===== src/rtl/nvc_pkg.sv =====
// Constants and carrier types for the nonvolatile SRAM host controller.
// Assumes a 100 MHz reference clock and an asynchronous memory outside.
// Function
// - Host holds save pin high during accesses
// - Host save request pulse at least 15 ns
// - Host waits 30 ms after sleep release
// - Sleep may follow last write immediately
// - Commands issued only as read cycles
// - Six command reads in order, write high
// - Sixth command read data is ignored
package nvc_pkg;
   localparam int CLK_MHZ = 100;
   localparam int ADDR_W = 20;
   localparam int DATA_W = 16;
   // Timing figures in their own units and derived cycle counts.
   localparam int T_ACCESS_NS = 30;
   localparam int ACCESS_CYC = (T_ACCESS_NS * CLK_MHZ + 999) / 1000;
   localparam int T_SAVE_PULSE_NS = 15;
   localparam int SAVE_PULSE_CYC = (T_SAVE_PULSE_NS * CLK_MHZ + 999) / 1000;
   localparam int T_SAVE_MS = 8;
   localparam int SAVE_CYC = T_SAVE_MS * CLK_MHZ * 1000;
   localparam int T_RESTORE_MS = 30;
   localparam int RESTORE_CYC = T_RESTORE_MS * CLK_MHZ * 1000;
   localparam int T_CMD_US = 500;
   localparam int T_SWREST_US = 600;
   localparam int CMD_CYC = (T_CMD_US + T_SWREST_US) * CLK_MHZ;
   localparam int T_SLEEP_MS = 8;
   localparam int SLEEP_CYC = T_SLEEP_MS * CLK_MHZ * 1000;
   localparam int T_WAKE_MS = 30;
   localparam int WAKE_CYC = T_WAKE_MS * CLK_MHZ * 1000;
   localparam int CNT_W = 24;
   localparam int CMD_LEN = 6;
   // Command codes on the user port.
   localparam logic [2:0] OP_READ = 3'h0;
   localparam logic [2:0] OP_WRITE = 3'h1;
   localparam logic [2:0] OP_SEQ = 3'h2;
   localparam logic [2:0] OP_HWSAVE = 3'h3;
   localparam logic [2:0] OP_SLEEP = 3'h4;

   typedef struct packed {
      logic [2:0] op;
      logic [ADDR_W-1:0] addr;
      logic [DATA_W-1:0] wdata;
      logic [1:0] lanes_n;
   } nvc_req_type;

   // Pin bundle towards the memory; all strobes active low except high CS.
   typedef struct packed {
      logic chip_select_low_active;
      logic chip_select_high_active;
      logic write_n;
      logic output_n;
      logic upper_byte_lane_n;
      logic lower_byte_lane_n;
      logic sleep_request_n;
      logic [ADDR_W-1:0] addr;
   } nvc_pins_type;

   localparam nvc_pins_type PINS_IDLE = '{1'b1, 1'b0, 1'b1, 1'b1, 1'b1, 1'b1,
      1'b1, 20'h00000};
endpackage


===== src/rtl/nvc_host.sv =====
// Host controller that drives a nonvolatile SRAM over its asynchronous pins.
// Assumes pins are sampled in and out on i_ref_clk; wire levels resolved
// outside from the output enables.
module nvc_host #(
   parameter int SAVE_CYCLES = nvc_pkg::SAVE_CYC,
   parameter int RESTORE_CYCLES = nvc_pkg::RESTORE_CYC,
   parameter int CMD_CYCLES = nvc_pkg::CMD_CYC,
   parameter int SLEEP_CYCLES = nvc_pkg::SLEEP_CYC,
   parameter int WAKE_CYCLES = nvc_pkg::WAKE_CYC
) (
   input wire logic i_ref_clk,
   input wire logic i_reset_n,
   input wire logic i_req_valid,
   input wire nvc_pkg::nvc_req_type i_req,
   input wire logic [nvc_pkg::ADDR_W*nvc_pkg::CMD_LEN-1:0] i_seq_addr,
   input wire logic i_wake,
   input wire logic [nvc_pkg::DATA_W-1:0] i_dq,
   input wire logic i_hw_save_busy_n,
   output nvc_pkg::nvc_pins_type o_pins,
   output logic [nvc_pkg::DATA_W-1:0] o_dq,
   output logic o_dq_oe,
   output logic o_hw_save_busy_n,
   output logic o_hw_save_busy_oe,
   output logic o_req_ready,
   output logic o_rdata_valid,
   output logic [nvc_pkg::DATA_W-1:0] o_rdata,
   output logic o_asleep
);
   typedef enum {
      ST_POWERUP, ST_IDLE, ST_ACC, ST_GAP, ST_SAVE_PULSE, ST_WAIT,
      ST_SLEEP, ST_WAKE
   } nvc_state_type;

   nvc_state_type state;
   logic [nvc_pkg::CNT_W-1:0] cnt;
   logic [2:0] seq_idx;
   logic in_seq;
   logic is_read;
   logic [2:0] busy_sync;
   logic busy_level;

   // Three-stage sampling of the busy pin; a change counts once the last two
   // stages agree, so the first stage feeds only the second.
   always_ff @(posedge i_ref_clk or negedge i_reset_n) begin
      if (!i_reset_n) begin
         busy_sync <= 3'h7;
         busy_level <= 1'b1;
      end else begin
         busy_sync <= {busy_sync[1:0], i_hw_save_busy_n};
         if (busy_sync[2] == busy_sync[1]) begin
            busy_level <= busy_sync[1];
         end
      end
   end

   // Select decode helper used for every access strobe.
   function automatic nvc_pkg::nvc_pins_type sel_pins(
      input logic [nvc_pkg::ADDR_W-1:0] a, input logic rd,
      input logic [1:0] ln);
      nvc_pkg::nvc_pins_type p;
      p = nvc_pkg::PINS_IDLE;
      p.chip_select_low_active = 1'b0;
      p.chip_select_high_active = 1'b1;
      p.output_n = !rd;
      p.write_n = rd;
      p.upper_byte_lane_n = ln[1];
      p.lower_byte_lane_n = ln[0];
      p.addr = a;
      return p;
   endfunction

   // Main sequencer. Waits are conservative worst-case figures because the
   // device gives no completion signal beyond the busy pin.
   always_ff @(posedge i_ref_clk or negedge i_reset_n) begin
      if (!i_reset_n) begin
         state <= ST_POWERUP;
         cnt <= '0;
         seq_idx <= 3'h0;
         in_seq <= 1'b0;
         is_read <= 1'b0;
         o_pins <= nvc_pkg::PINS_IDLE;
         o_dq <= '0;
         o_dq_oe <= 1'b0;
         o_hw_save_busy_n <= 1'b1;
         o_hw_save_busy_oe <= 1'b0;
         o_req_ready <= 1'b0;
         o_rdata_valid <= 1'b0;
         o_rdata <= '0;
         o_asleep <= 1'b0;
      end else begin
         o_rdata_valid <= 1'b0;
         case (state)
            ST_POWERUP: begin
               // Accesses are ignored during power-up restore.
               if (cnt == nvc_pkg::CNT_W'(RESTORE_CYCLES - 1)) begin
                  cnt <= '0;
                  state <= ST_IDLE;
                  o_req_ready <= 1'b1;
               end else begin
                  cnt <= cnt + 1'b1;
               end
            end
            ST_IDLE: begin
               if (i_req_valid && busy_level) begin
                  o_req_ready <= 1'b0;
                  cnt <= '0;
                  case (i_req.op)
                     nvc_pkg::OP_READ, nvc_pkg::OP_WRITE: begin
                        is_read <= (i_req.op == nvc_pkg::OP_READ);
                        o_pins <= sel_pins(i_req.addr,
                           i_req.op == nvc_pkg::OP_READ, i_req.lanes_n);
                        o_dq <= i_req.wdata;
                        o_dq_oe <= (i_req.op == nvc_pkg::OP_WRITE);
                        in_seq <= 1'b0;
                        state <= ST_ACC;
                     end
                     nvc_pkg::OP_SEQ: begin
                        // Commands go out only as reads.
                        is_read <= 1'b1;
                        in_seq <= 1'b1;
                        seq_idx <= 3'h0;
                        o_pins <= sel_pins(i_seq_addr[nvc_pkg::ADDR_W-1:0],
                           1'b1, 2'h0);
                        state <= ST_ACC;
                     end
                     nvc_pkg::OP_HWSAVE: begin
                        o_hw_save_busy_n <= 1'b0;
                        o_hw_save_busy_oe <= 1'b1;
                        state <= ST_SAVE_PULSE;
                     end
                     nvc_pkg::OP_SLEEP: begin
                        // No gap after a write is needed.
                        o_pins <= nvc_pkg::PINS_IDLE;
                        o_pins.sleep_request_n <= 1'b0;
                        state <= ST_SLEEP;
                     end
                     default: begin
                        o_req_ready <= 1'b1;
                     end
                  endcase
               end
            end
            ST_ACC: begin
               if (cnt == nvc_pkg::CNT_W'(nvc_pkg::ACCESS_CYC - 1)) begin
                  cnt <= '0;
                  if (is_read && !(in_seq && seq_idx == 3'h5)) begin
                     o_rdata <= i_dq;
                     o_rdata_valid <= !in_seq;
                  end
                  o_pins <= nvc_pkg::PINS_IDLE;
                  o_dq_oe <= 1'b0;
                  state <= ST_GAP;
               end else begin
                  cnt <= cnt + 1'b1;
               end
            end
            ST_GAP: begin
               // One deselected cycle splits reads into distinct cycles.
               if (in_seq && seq_idx != 3'(nvc_pkg::CMD_LEN - 1)) begin
                  seq_idx <= seq_idx + 1'b1;
                  o_pins <= sel_pins(i_seq_addr[(32'(seq_idx) + 1) *
                     nvc_pkg::ADDR_W +: nvc_pkg::ADDR_W], 1'b1, 2'h0);
                  state <= ST_ACC;
               end else if (in_seq) begin
                  in_seq <= 1'b0;
                  state <= ST_WAIT;
               end else begin
                  o_req_ready <= 1'b1;
                  state <= ST_IDLE;
               end
            end
            ST_SAVE_PULSE: begin
               if (cnt == nvc_pkg::CNT_W'(nvc_pkg::SAVE_PULSE_CYC - 1)) begin
                  o_hw_save_busy_oe <= 1'b0;
                  o_hw_save_busy_n <= 1'b1;
                  cnt <= '0;
                  state <= ST_WAIT;
               end else begin
                  cnt <= cnt + 1'b1;
               end
            end
            ST_WAIT: begin
               // Hold off for the worst-case save time plus the command time.
               if (cnt == nvc_pkg::CNT_W'(SAVE_CYCLES + CMD_CYCLES)) begin
                  cnt <= '0;
                  if (busy_level) begin
                     o_req_ready <= 1'b1;
                     state <= ST_IDLE;
                  end
               end else begin
                  cnt <= cnt + 1'b1;
               end
            end
            ST_SLEEP: begin
               if (cnt != nvc_pkg::CNT_W'(SLEEP_CYCLES)) begin
                  cnt <= cnt + 1'b1;
               end else begin
                  o_asleep <= 1'b1;
               end
               if (i_wake && o_asleep) begin
                  o_pins.sleep_request_n <= 1'b1;
                  o_asleep <= 1'b0;
                  cnt <= '0;
                  state <= ST_WAKE;
               end
            end
            ST_WAKE: begin
               if (cnt == nvc_pkg::CNT_W'(WAKE_CYCLES)) begin
                  cnt <= '0;
                  o_req_ready <= 1'b1;
                  state <= ST_IDLE;
               end else begin
                  cnt <= cnt + 1'b1;
               end
            end
            default: begin
               state <= ST_IDLE;
            end
         endcase
      end
   end

   // Busy pin stays high whenever an access is on the bus.
   property p_busy_high_access;
      @(posedge i_ref_clk) disable iff (!i_reset_n)
         (state == ST_ACC) |-> o_hw_save_busy_n;
   endproperty
   a_busy_high_access: assert property (p_busy_high_access)
      else $error("Save pin low during access.");

   // The save request pulse lasts at least the minimum width.
   property p_save_pulse;
      @(posedge i_ref_clk) disable iff (!i_reset_n)
         $fell(o_hw_save_busy_n) |-> !o_hw_save_busy_n [*2];
   endproperty
   a_save_pulse: assert property (p_save_pulse)
      else $error("Save request pulse too short.");

   // Reads for commands never assert the write strobe.
   property p_seq_write_high;
      @(posedge i_ref_clk) disable iff (!i_reset_n)
         in_seq |-> o_pins.write_n;
   endproperty
   a_seq_write_high: assert property (p_seq_write_high)
      else $error("Write strobe low in command sequence.");

   // No data is driven during a command sequence.
   property p_seq_read_only;
      @(posedge i_ref_clk) disable iff (!i_reset_n)
         in_seq |-> !o_dq_oe;
   endproperty
   a_seq_read_only: assert property (p_seq_read_only)
      else $error("Data driven in command sequence.");

   // An access always selects the device with both chip selects.
   property p_select;
      @(posedge i_ref_clk) disable iff (!i_reset_n)
         (state == ST_ACC) |-> (!o_pins.chip_select_low_active &&
            o_pins.chip_select_high_active);
   endproperty
   a_select: assert property (p_select)
      else $error("Device not selected during access.");

   // After wake the controller stays off the bus until the wait ends.
   property p_wake_hold;
      @(posedge i_ref_clk) disable iff (!i_reset_n)
         (state == ST_WAKE) |-> (o_pins.chip_select_low_active &&
            !o_req_ready);
   endproperty
   a_wake_hold: assert property (p_wake_hold)
      else $error("Access possible during wake wait.");
endmodule


===== config.mk =====
export PLATFORM = sky130hd
export DESIGN_NAME = nvc_host
export DESIGN_NICKNAME = d
export VERILOG_FILES = /design/src/rtl/nvc_pkg.sv /design/src/rtl/nvc_host.sv
export SDC_FILE = /design/constraint.sdc
export NUM_CORES = 1
export LEC_CHECK = 0
export ABC_AREA = 1
export BUFFER_PORTS_ARGS = -buffer_cell sky130_fd_sc_hd__clkbuf_2
export CORE_MARGIN = 1.5
export CORE_UTILIZATION = 45
export DETAILED_ROUTE_END_ITERATION = 10
export GPL_TIMING_DRIVEN = 0
export PLACE_DENSITY = 0.77
export SLEW_MARGIN = 10
export SYNTH_ARGS = -nofsm -noshare
export SYNTH_HDL_FRONTEND = slang
export SYNTH_SLANG_ARGS = --single-unit

===== constraint.sdc =====
create_clock -name i_ref_clk -period 5.1 [get_ports i_ref_clk]
set_clock_uncertainty 0.15 [all_clocks]
set_input_delay 0 -clock i_ref_clk [delete_from_list [all_inputs] [get_ports i_ref_clk]]
set_output_delay 0 -clock i_ref_clk [all_outputs]
set_load 0.05 [all_outputs]

Word level (Yosys, flattened, before mapping)
Cells that the tools add are included.
{"block": "op_classes", "addsub": 3, "mul": 1, "n_eq_ne": 39, "n_shift": 1, "n_mux": 64, "reduce_logical": 34}
{"operator": "$mux W32", "count": 8}
{"operator": "$pmux W32 S8", "count": 1}
{"operator": "$mux W24", "count": 8}
{"operator": "$pmux W24 S7", "count": 1}
{"operator": "$eq A32 B3 Y1 const B", "count": 4}
{"operator": "$shiftx A120 B10 Y20", "count": 1}
{"operator": "$pmux W32 S3", "count": 1}
{"operator": "$mux W27", "count": 3}
{"operator": "$pmux W27 S3", "count": 1}
{"operator": "$eq A32 B2 Y1 const B", "count": 2}
{"operator": "$pmux W20 S3", "count": 1}
{"operator": "$eq A24 B22 Y1 const B", "count": 2}
{"operator": "$eq A32 B1 Y1 const B", "count": 1}
{"operator": "$logic_not A32 Y1", "count": 1}
{"operator": "$mux W1", "count": 25}
{"operator": "$add A24 B1 Y24 const B", "count": 1}
{"operator": "$eq A24 B1 Y1 const B", "count": 1}
{"operator": "$eq A24 B2 Y1 const B", "count": 1}
{"operator": "$eq A24 B20 Y1 const B", "count": 1}
{"operator": "$ne A24 B20 Y1 const B", "count": 1}
{"operator": "$ne A2 B2 Y1 const B", "count": 11}
{"operator": "$pmux W6 S3", "count": 1}
{"operator": "$reduce_and A4 Y1", "count": 4}
{"operator": "$mux W3", "count": 5}
{"operator": "33 further kinds", "count": 56}
{"block": "totals", "regBits": 130, "input_bits": 182, "elab_cells": 165}

Depth between registers and ports, before layout
{"block": "depth", "depth_word": 7, "mapped_depth": 13, "ltp_nobuf": 13}

Least setup slack after synthesis
No wires, ideal clock.
{"block": "synth_path", "path_kind": "register to register", "start": "register seq_idx[1]", "end": "register o_pins[10] in the netlist's numbering", "arrival_time_ns": 1.734, "required_time_ns": 4.822, "setup_slack_ns": 3.088, "stages_incl_launch_ff": 13, "path_buffers": 3, "synth_period_minus_slack_ns": 2.012, "cell_sequence": "dfrtp_1 -> inv_1 -> clkbuf_1 -> ha_1 -> a21oi_1 -> or2_1 -> nand2_1 -> a21oi_1 -> nand2_2 -> buf_6 -> buf_6 -> nand2_1 -> o21ai_0"}
{"block": "synth_via", "elab_chain_cells": 5}
{"item": "start, declared", "line_no": "nvc_host.sv:36", "rtl": "logic [2:0] seq_idx;"}
{"item": "start signal, assigned", "line_no": "nvc_host.sv:160", "rtl": "seq_idx <= seq_idx + 1'b1;"}
{"item": "$add A3 B1 Y4", "line_no": "nvc_host.sv:161", "rtl": "o_pins <= sel_pins(i_seq_addr[(32'(seq_idx) + 1) *"}
{"item": "$mul A4 B3 Y7", "line_no": "nvc_host.sv:161"}
{"item": "$shiftx A120 B10 Y20", "line_no": "nvc_host.sv:161"}
{"item": "$mux W27", "line_no": "nvc_host.sv:159", "rtl": "if (in_seq && seq_idx != 3'(nvc_pkg::CMD_LEN - 1)) begin"}
{"item": "$pmux W20 S3", "line_no": "nvc_host.sv:92", "rtl": "case (state)"}
{"item": "end signal, assigned", "line_no": "nvc_host.sv:110", "rtl": "o_pins <= sel_pins(i_req.addr,"}
{"item": "end signal, assigned", "line_no": "nvc_host.sv:150", "rtl": "o_pins <= nvc_pkg::PINS_IDLE;"}
{"item": "end signal, assigned", "line_no": "nvc_host.sv:161"}
{"item": "end, declared", "line_no": "nvc_host.sv:19", "rtl": "output nvc_pkg::nvc_pins_type o_pins,"}
Parallel ways exist; a longest one is shown, timed or not. The select of a mux whose other input is x is not followed.
A chain may end at the register's enable or synchronous reset.

Final worst setup path
{"block": "layout_path", "start": "input i_req[40] in the netlist's numbering", "end": "register o_pins[8] in the netlist's numbering"}
{"block": "layout_via", "elab_chain_cells": 5}
{"item": "start, declared", "line_no": "nvc_host.sv:14", "rtl": "input wire nvc_pkg::nvc_req_type i_req,"}
{"item": "$eq A3 B1 Y1 / $logic_not A3 Y1 (equally long branches)", "line_no": "nvc_host.sv:107", "rtl": "case (i_req.op)"}
{"item": "$reduce_or A2 Y1"}
{"item": "$pmux W27 S3", "line_no": "nvc_host.sv:107"}
{"item": "$mux W27", "line_no": "nvc_host.sv:104", "rtl": "if (i_req_valid && busy_level) begin"}
{"item": "$pmux W20 S3", "line_no": "nvc_host.sv:92"}
{"item": "end signal, assigned", "line_no": "nvc_host.sv:110"}
{"item": "end signal, assigned", "line_no": "nvc_host.sv:122", "rtl": "o_pins <= sel_pins(i_seq_addr[nvc_pkg::ADDR_W-1:0],"}
{"item": "end signal, assigned", "line_no": "nvc_host.sv:133", "rtl": "o_pins <= nvc_pkg::PINS_IDLE;"}
Parallel ways exist; a longest one is shown, timed or not. The select of a mux whose other input is x is not followed.

==> results.json <==
{
  "synth_top_area_share_pct": 36.0,
  "synth_commonest_cells": "242 x sky130_fd_sc_hd__nand2_1, 125 x sky130_fd_sc_hd__nor2_1, 90 x sky130_fd_sc_hd__dfrtp_1, 89 x sky130_fd_sc_hd__inv_1, 87 x sky130_fd_sc_hd__o21ai_0",
  "ys_ff_latch": 101,
  "postRouteAntennaNets": 0,
  "synth_warnings": 0,
  "final_area_mm2": 0.00876,
  "gr-total-overflow": 0,
  "grt_pass1_wl_um": 35900,
  "maxClockFrequency_mhz": 311,
  "die_width_um": 121,
  "outcome": "completed",
  "synth_seq_area_share_pct": 40.6,
  "clk_root_buffer_cell": "sky130_fd_sc_hd__clkbuf_16",
  "coreArea_mm2": 0.0134,
  "timing.final.crit_share_pct": 63.1,
  "hold_viol": 0,
  "maxCapViolations": 0,
  "post_drt_wl_per_cell_um": 15.9,
  "power_density_mw_per_mm2": 193,
  "crit_family": "buffers and inverters",
  "synth_flop_cell": "sky130_fd_sc_hd__dfrtp_1",
  "hold_path.class": "in2reg",
  "finalNetCount": 1435,
  "initial_utilization_pct": 46.7,
  "postRouteWirelength_um": 22700,
  "route.vias.total": 7508,
  "setup_repair_after_global_routing_missed_its_margin": "false",
  "p_leak_nw": 4.63,
  "slowest_stage": "sky130_fd_sc_hd__dlygate4sd3_1",
  "dr.first_iter.drc_count": 563,
  "ratio_of_cells_with_drive_above_1_in_the_final_layout_pct": 24.9,
  "grt_pass1_vias": 7228,
  "number_of_inserted_filler_cells_in_the_final_layout": 1167,
  "arr_time_crit_path_ns": 3.34,
  "critical_path_cell_sequence": "dlygate4sd3_1 > clkbuf_2 > nor2_1 > nand2_1 > inv_1 > clkbuf_1 > nand2_1 > a21oi_1 > dlygate4sd3_1 > a21oi_1 > dlygate4sd3_1 > o21ai_0",
  "io-pin-count": 247,
  "timing_worst_slew_pin_value_ns": 0.785,
  "io_buffers": 246,
  "cts_setup_buffers": 0,
  "postSynthCellCount": 916,
  "cp_num_buf_inv": 6,
  "worst-setup-path-type": "in2reg",
  "yosys.cell_types.count": 37,
  "clk_latency_ns": 0.34,
  "synth_most_common_cell": "sky130_fd_sc_hd__nand2_1",
  "synthesis.nets": 1104,
  "synth_area_per_cell_um2": 6.83,
  "cts_tree": "done",
  "postPlaceCellArea_mm2": 0.00771,
  "slew-limit-headroom_pct": 47.7,
  "cts_hold_repair.buffers": 74,
  "timing.critical_path.slowest_cell_delay_ns": 0.58,
  "critical_path.startpoint_type": "primary input",
  "clock_slew_at_reported_path_ffs_ns": 0.07,
  "tns_ns": 0,
  "irDropWorstVdd_mv": 0.139,
  "setup.worst_path.end_class": "flip-flop",
  "hpwl_um": 16700,
  "most_numerous_cell_on_the_critical_path": "sky130_fd_sc_hd__dlygate4sd3_1",
  "async_reset_ff_share_pct": 100,
  "dieHeight_um": 121,
  "drcViolationCount": 0,
  "cts_buffers": 9,
  "yosysTopAreaCell": "sky130_fd_sc_hd__dfrtp_1",
  "dp_worst_setup_slack_ns": 2.68,
  "synth_enable_flop_cells": 0,
  "synth_area_mm2": 0.00625,
  "finalCriticalPeriod_ns": 3.22,
  "die_area_mm2": 0.0146,
  "final-setup-viol-count": 0,
  "final.hold.worst_slack_ns": 0.00621,
  "gpl.final_weighted_congestion": 0.938,
  "placementRows": 42,
  "finish.utilization_pct": 65.4,
  "h-tree-depth": 3,
  "numClockSinks": 101,
  "globalRouteTotalUtil_pct": 31.1,
  "timing_max_transition_violations_final": 0,
  "fin_ws_ns": 1.88,
  "worst_ep_required_time_ns": 5.22,
  "worst-path-max-fanout": 10,
  "vias_per_cell": 5.25,
  "clk_path_buf_depth": 2,
  "area_growth_syn_to_layout_pct": 40.1,
  "drt_pre_antenna_iters": 5,
  "ctsResizeCount": 0,
  "grt_antenna_before_repair": 1,
  "synthTopCellsByArea": "sky130_fd_sc_hd__dfrtp_1 36%, sky130_fd_sc_hd__nand2_1 15%, sky130_fd_sc_hd__nor2_1 7.5%",
  "grt_max_degree": 102
}
-- metrics by stage --
step	cells	power (mW)
final	1429	1.69
after detailed placement	1338	0.966
after CTS	1428	1.70
after floorplan	916	0.864
after global placement	1338	0.965
after global routing	1429	1.75
-- cell usage in the layout, fill, tap and decap left out, types with 5 or more instances in the layout --
master                          count
sky130_fd_sc_hd__inv_2              8
sky130_fd_sc_hd__nand3_1           52
sky130_fd_sc_hd__nand2_1          242
sky130_fd_sc_hd__o22ai_1           23
sky130_fd_sc_hd__clkbuf_2         246
sky130_fd_sc_hd__ha_1               6
sky130_fd_sc_hd__nor2_1           125
sky130_fd_sc_hd__inv_1             89
sky130_fd_sc_hd__clkbuf_1          27
sky130_fd_sc_hd__o21ai_1           31
sky130_fd_sc_hd__clkbuf_16          9
sky130_fd_sc_hd__nand4_1            9
sky130_fd_sc_hd__dfrtp_1           90
sky130_fd_sc_hd__o21ai_0           87
sky130_fd_sc_hd__nor2_2             5
sky130_fd_sc_hd__dlygate4sd3_1     74
sky130_fd_sc_hd__a21oi_1           51
sky130_fd_sc_hd__dfstp_2           11
sky130_fd_sc_hd__buf_6              6
sky130_fd_sc_hd__buf_2              6
sky130_fd_sc_hd__nor3_1            12
-- layout make-up --
cell class	count	area, um2	area share [%]
Multi-Input combinational cell	676	3140	35.8
Sequential cell	101	2540	29.0
Timing Repair Buffer	320	1980	22.6
Inverter	97	364	4.16
Clock buffer	9	225	2.57
Tap cell	176	220	2.51
Buffer	42	211	2.41
Clock inverter	7	78.8	0.900
Antenna cell	1	2.50	0.0286
-- power breakdown --
group / switching, mW / internal, mW / leakage, nW
combinational: 0.0879 / 0.114 / 3.28
clock: 0.334 / 0.348 / 0.148
sequential: 0.00133 / 0.804 / 1.20
total: 0.424 / 1.27 / 4.63
-- per-layer routing --
layer  vias to the layer above  global-route usage, %  part of all wire [%]
met2                       386                   53.7                    48
met4                         0                   12.8                   4.1
met5                         -                      0                     0
met1                      3425                   37.8                    40
li1                       3634                      -                     -
met3                        63                   6.39                   8.5
-- path summary, 6_finish.rpt --
kind / slack (ns) / depth (start not counted) / endpoint / startpoint
worst max-delay path: 1.88 / 12 / o_pins[8]$_DFFE_PN0P_ / i_req[40]
worst min-delay path: 0.006 / 5 / o_pins[12]$_DFFE_PN0P_ / i_seq_addr[12]
worst max register to register: 2.14 / 8 / o_pins[8]$_DFFE_PN0P_ / state[1]$_DFFE_PN0P_
worst min register to register: 0.21 / 0 / busy_sync[1]$_DFF_PN1_ / busy_sync[0]$_DFF_PN1_
max in group asynchronous: 4.12 / 2 / state[2]$_DFFE_PN0P_ / i_reset_n
min in group asynchronous: 0.16 / 2 / cnt[16]$_DFFE_PN0P_ / i_reset_n
-- state kept, by name (all words and copies together), names as in the netlist --
register           count
o_req_ready            1
o_asleep               1
o_dq_oe                1
o_rdata               16
cnt                   24
o_dq                  16
state                  3
busy_level             1
o_pins                27
in_seq                 1
busy_sync              3
o_rdata_valid          1
is_read                1
o_hw_save_busy_oe      1
o_hw_save_busy_n       1
seq_idx                3
-- worst reg2reg max path: cells and delay by family (launching register included) --
family	cells	cell delay (ns)
compound gates	3	0.30
buf+inv	4	1.72
flops	1	0.50
simple gates	1	0.18
-- cells by family after synthesis --
| group | Yosys count | synth area share (%) |
|---|---|---|
| and+or+nand+nor | 461 | 30.8 |
| xor gates and xnor gates | 5 | 0.700 |
| adders and majority gates | 7 | 1.36 |
| buffers and inverters | 139 | 9.21 |
| AOI/OAI and AO/OA | 203 | 17.3 |
| DFF | 101 | 40.6 |
No activity file was read; power rests on OpenSTA's default activity.
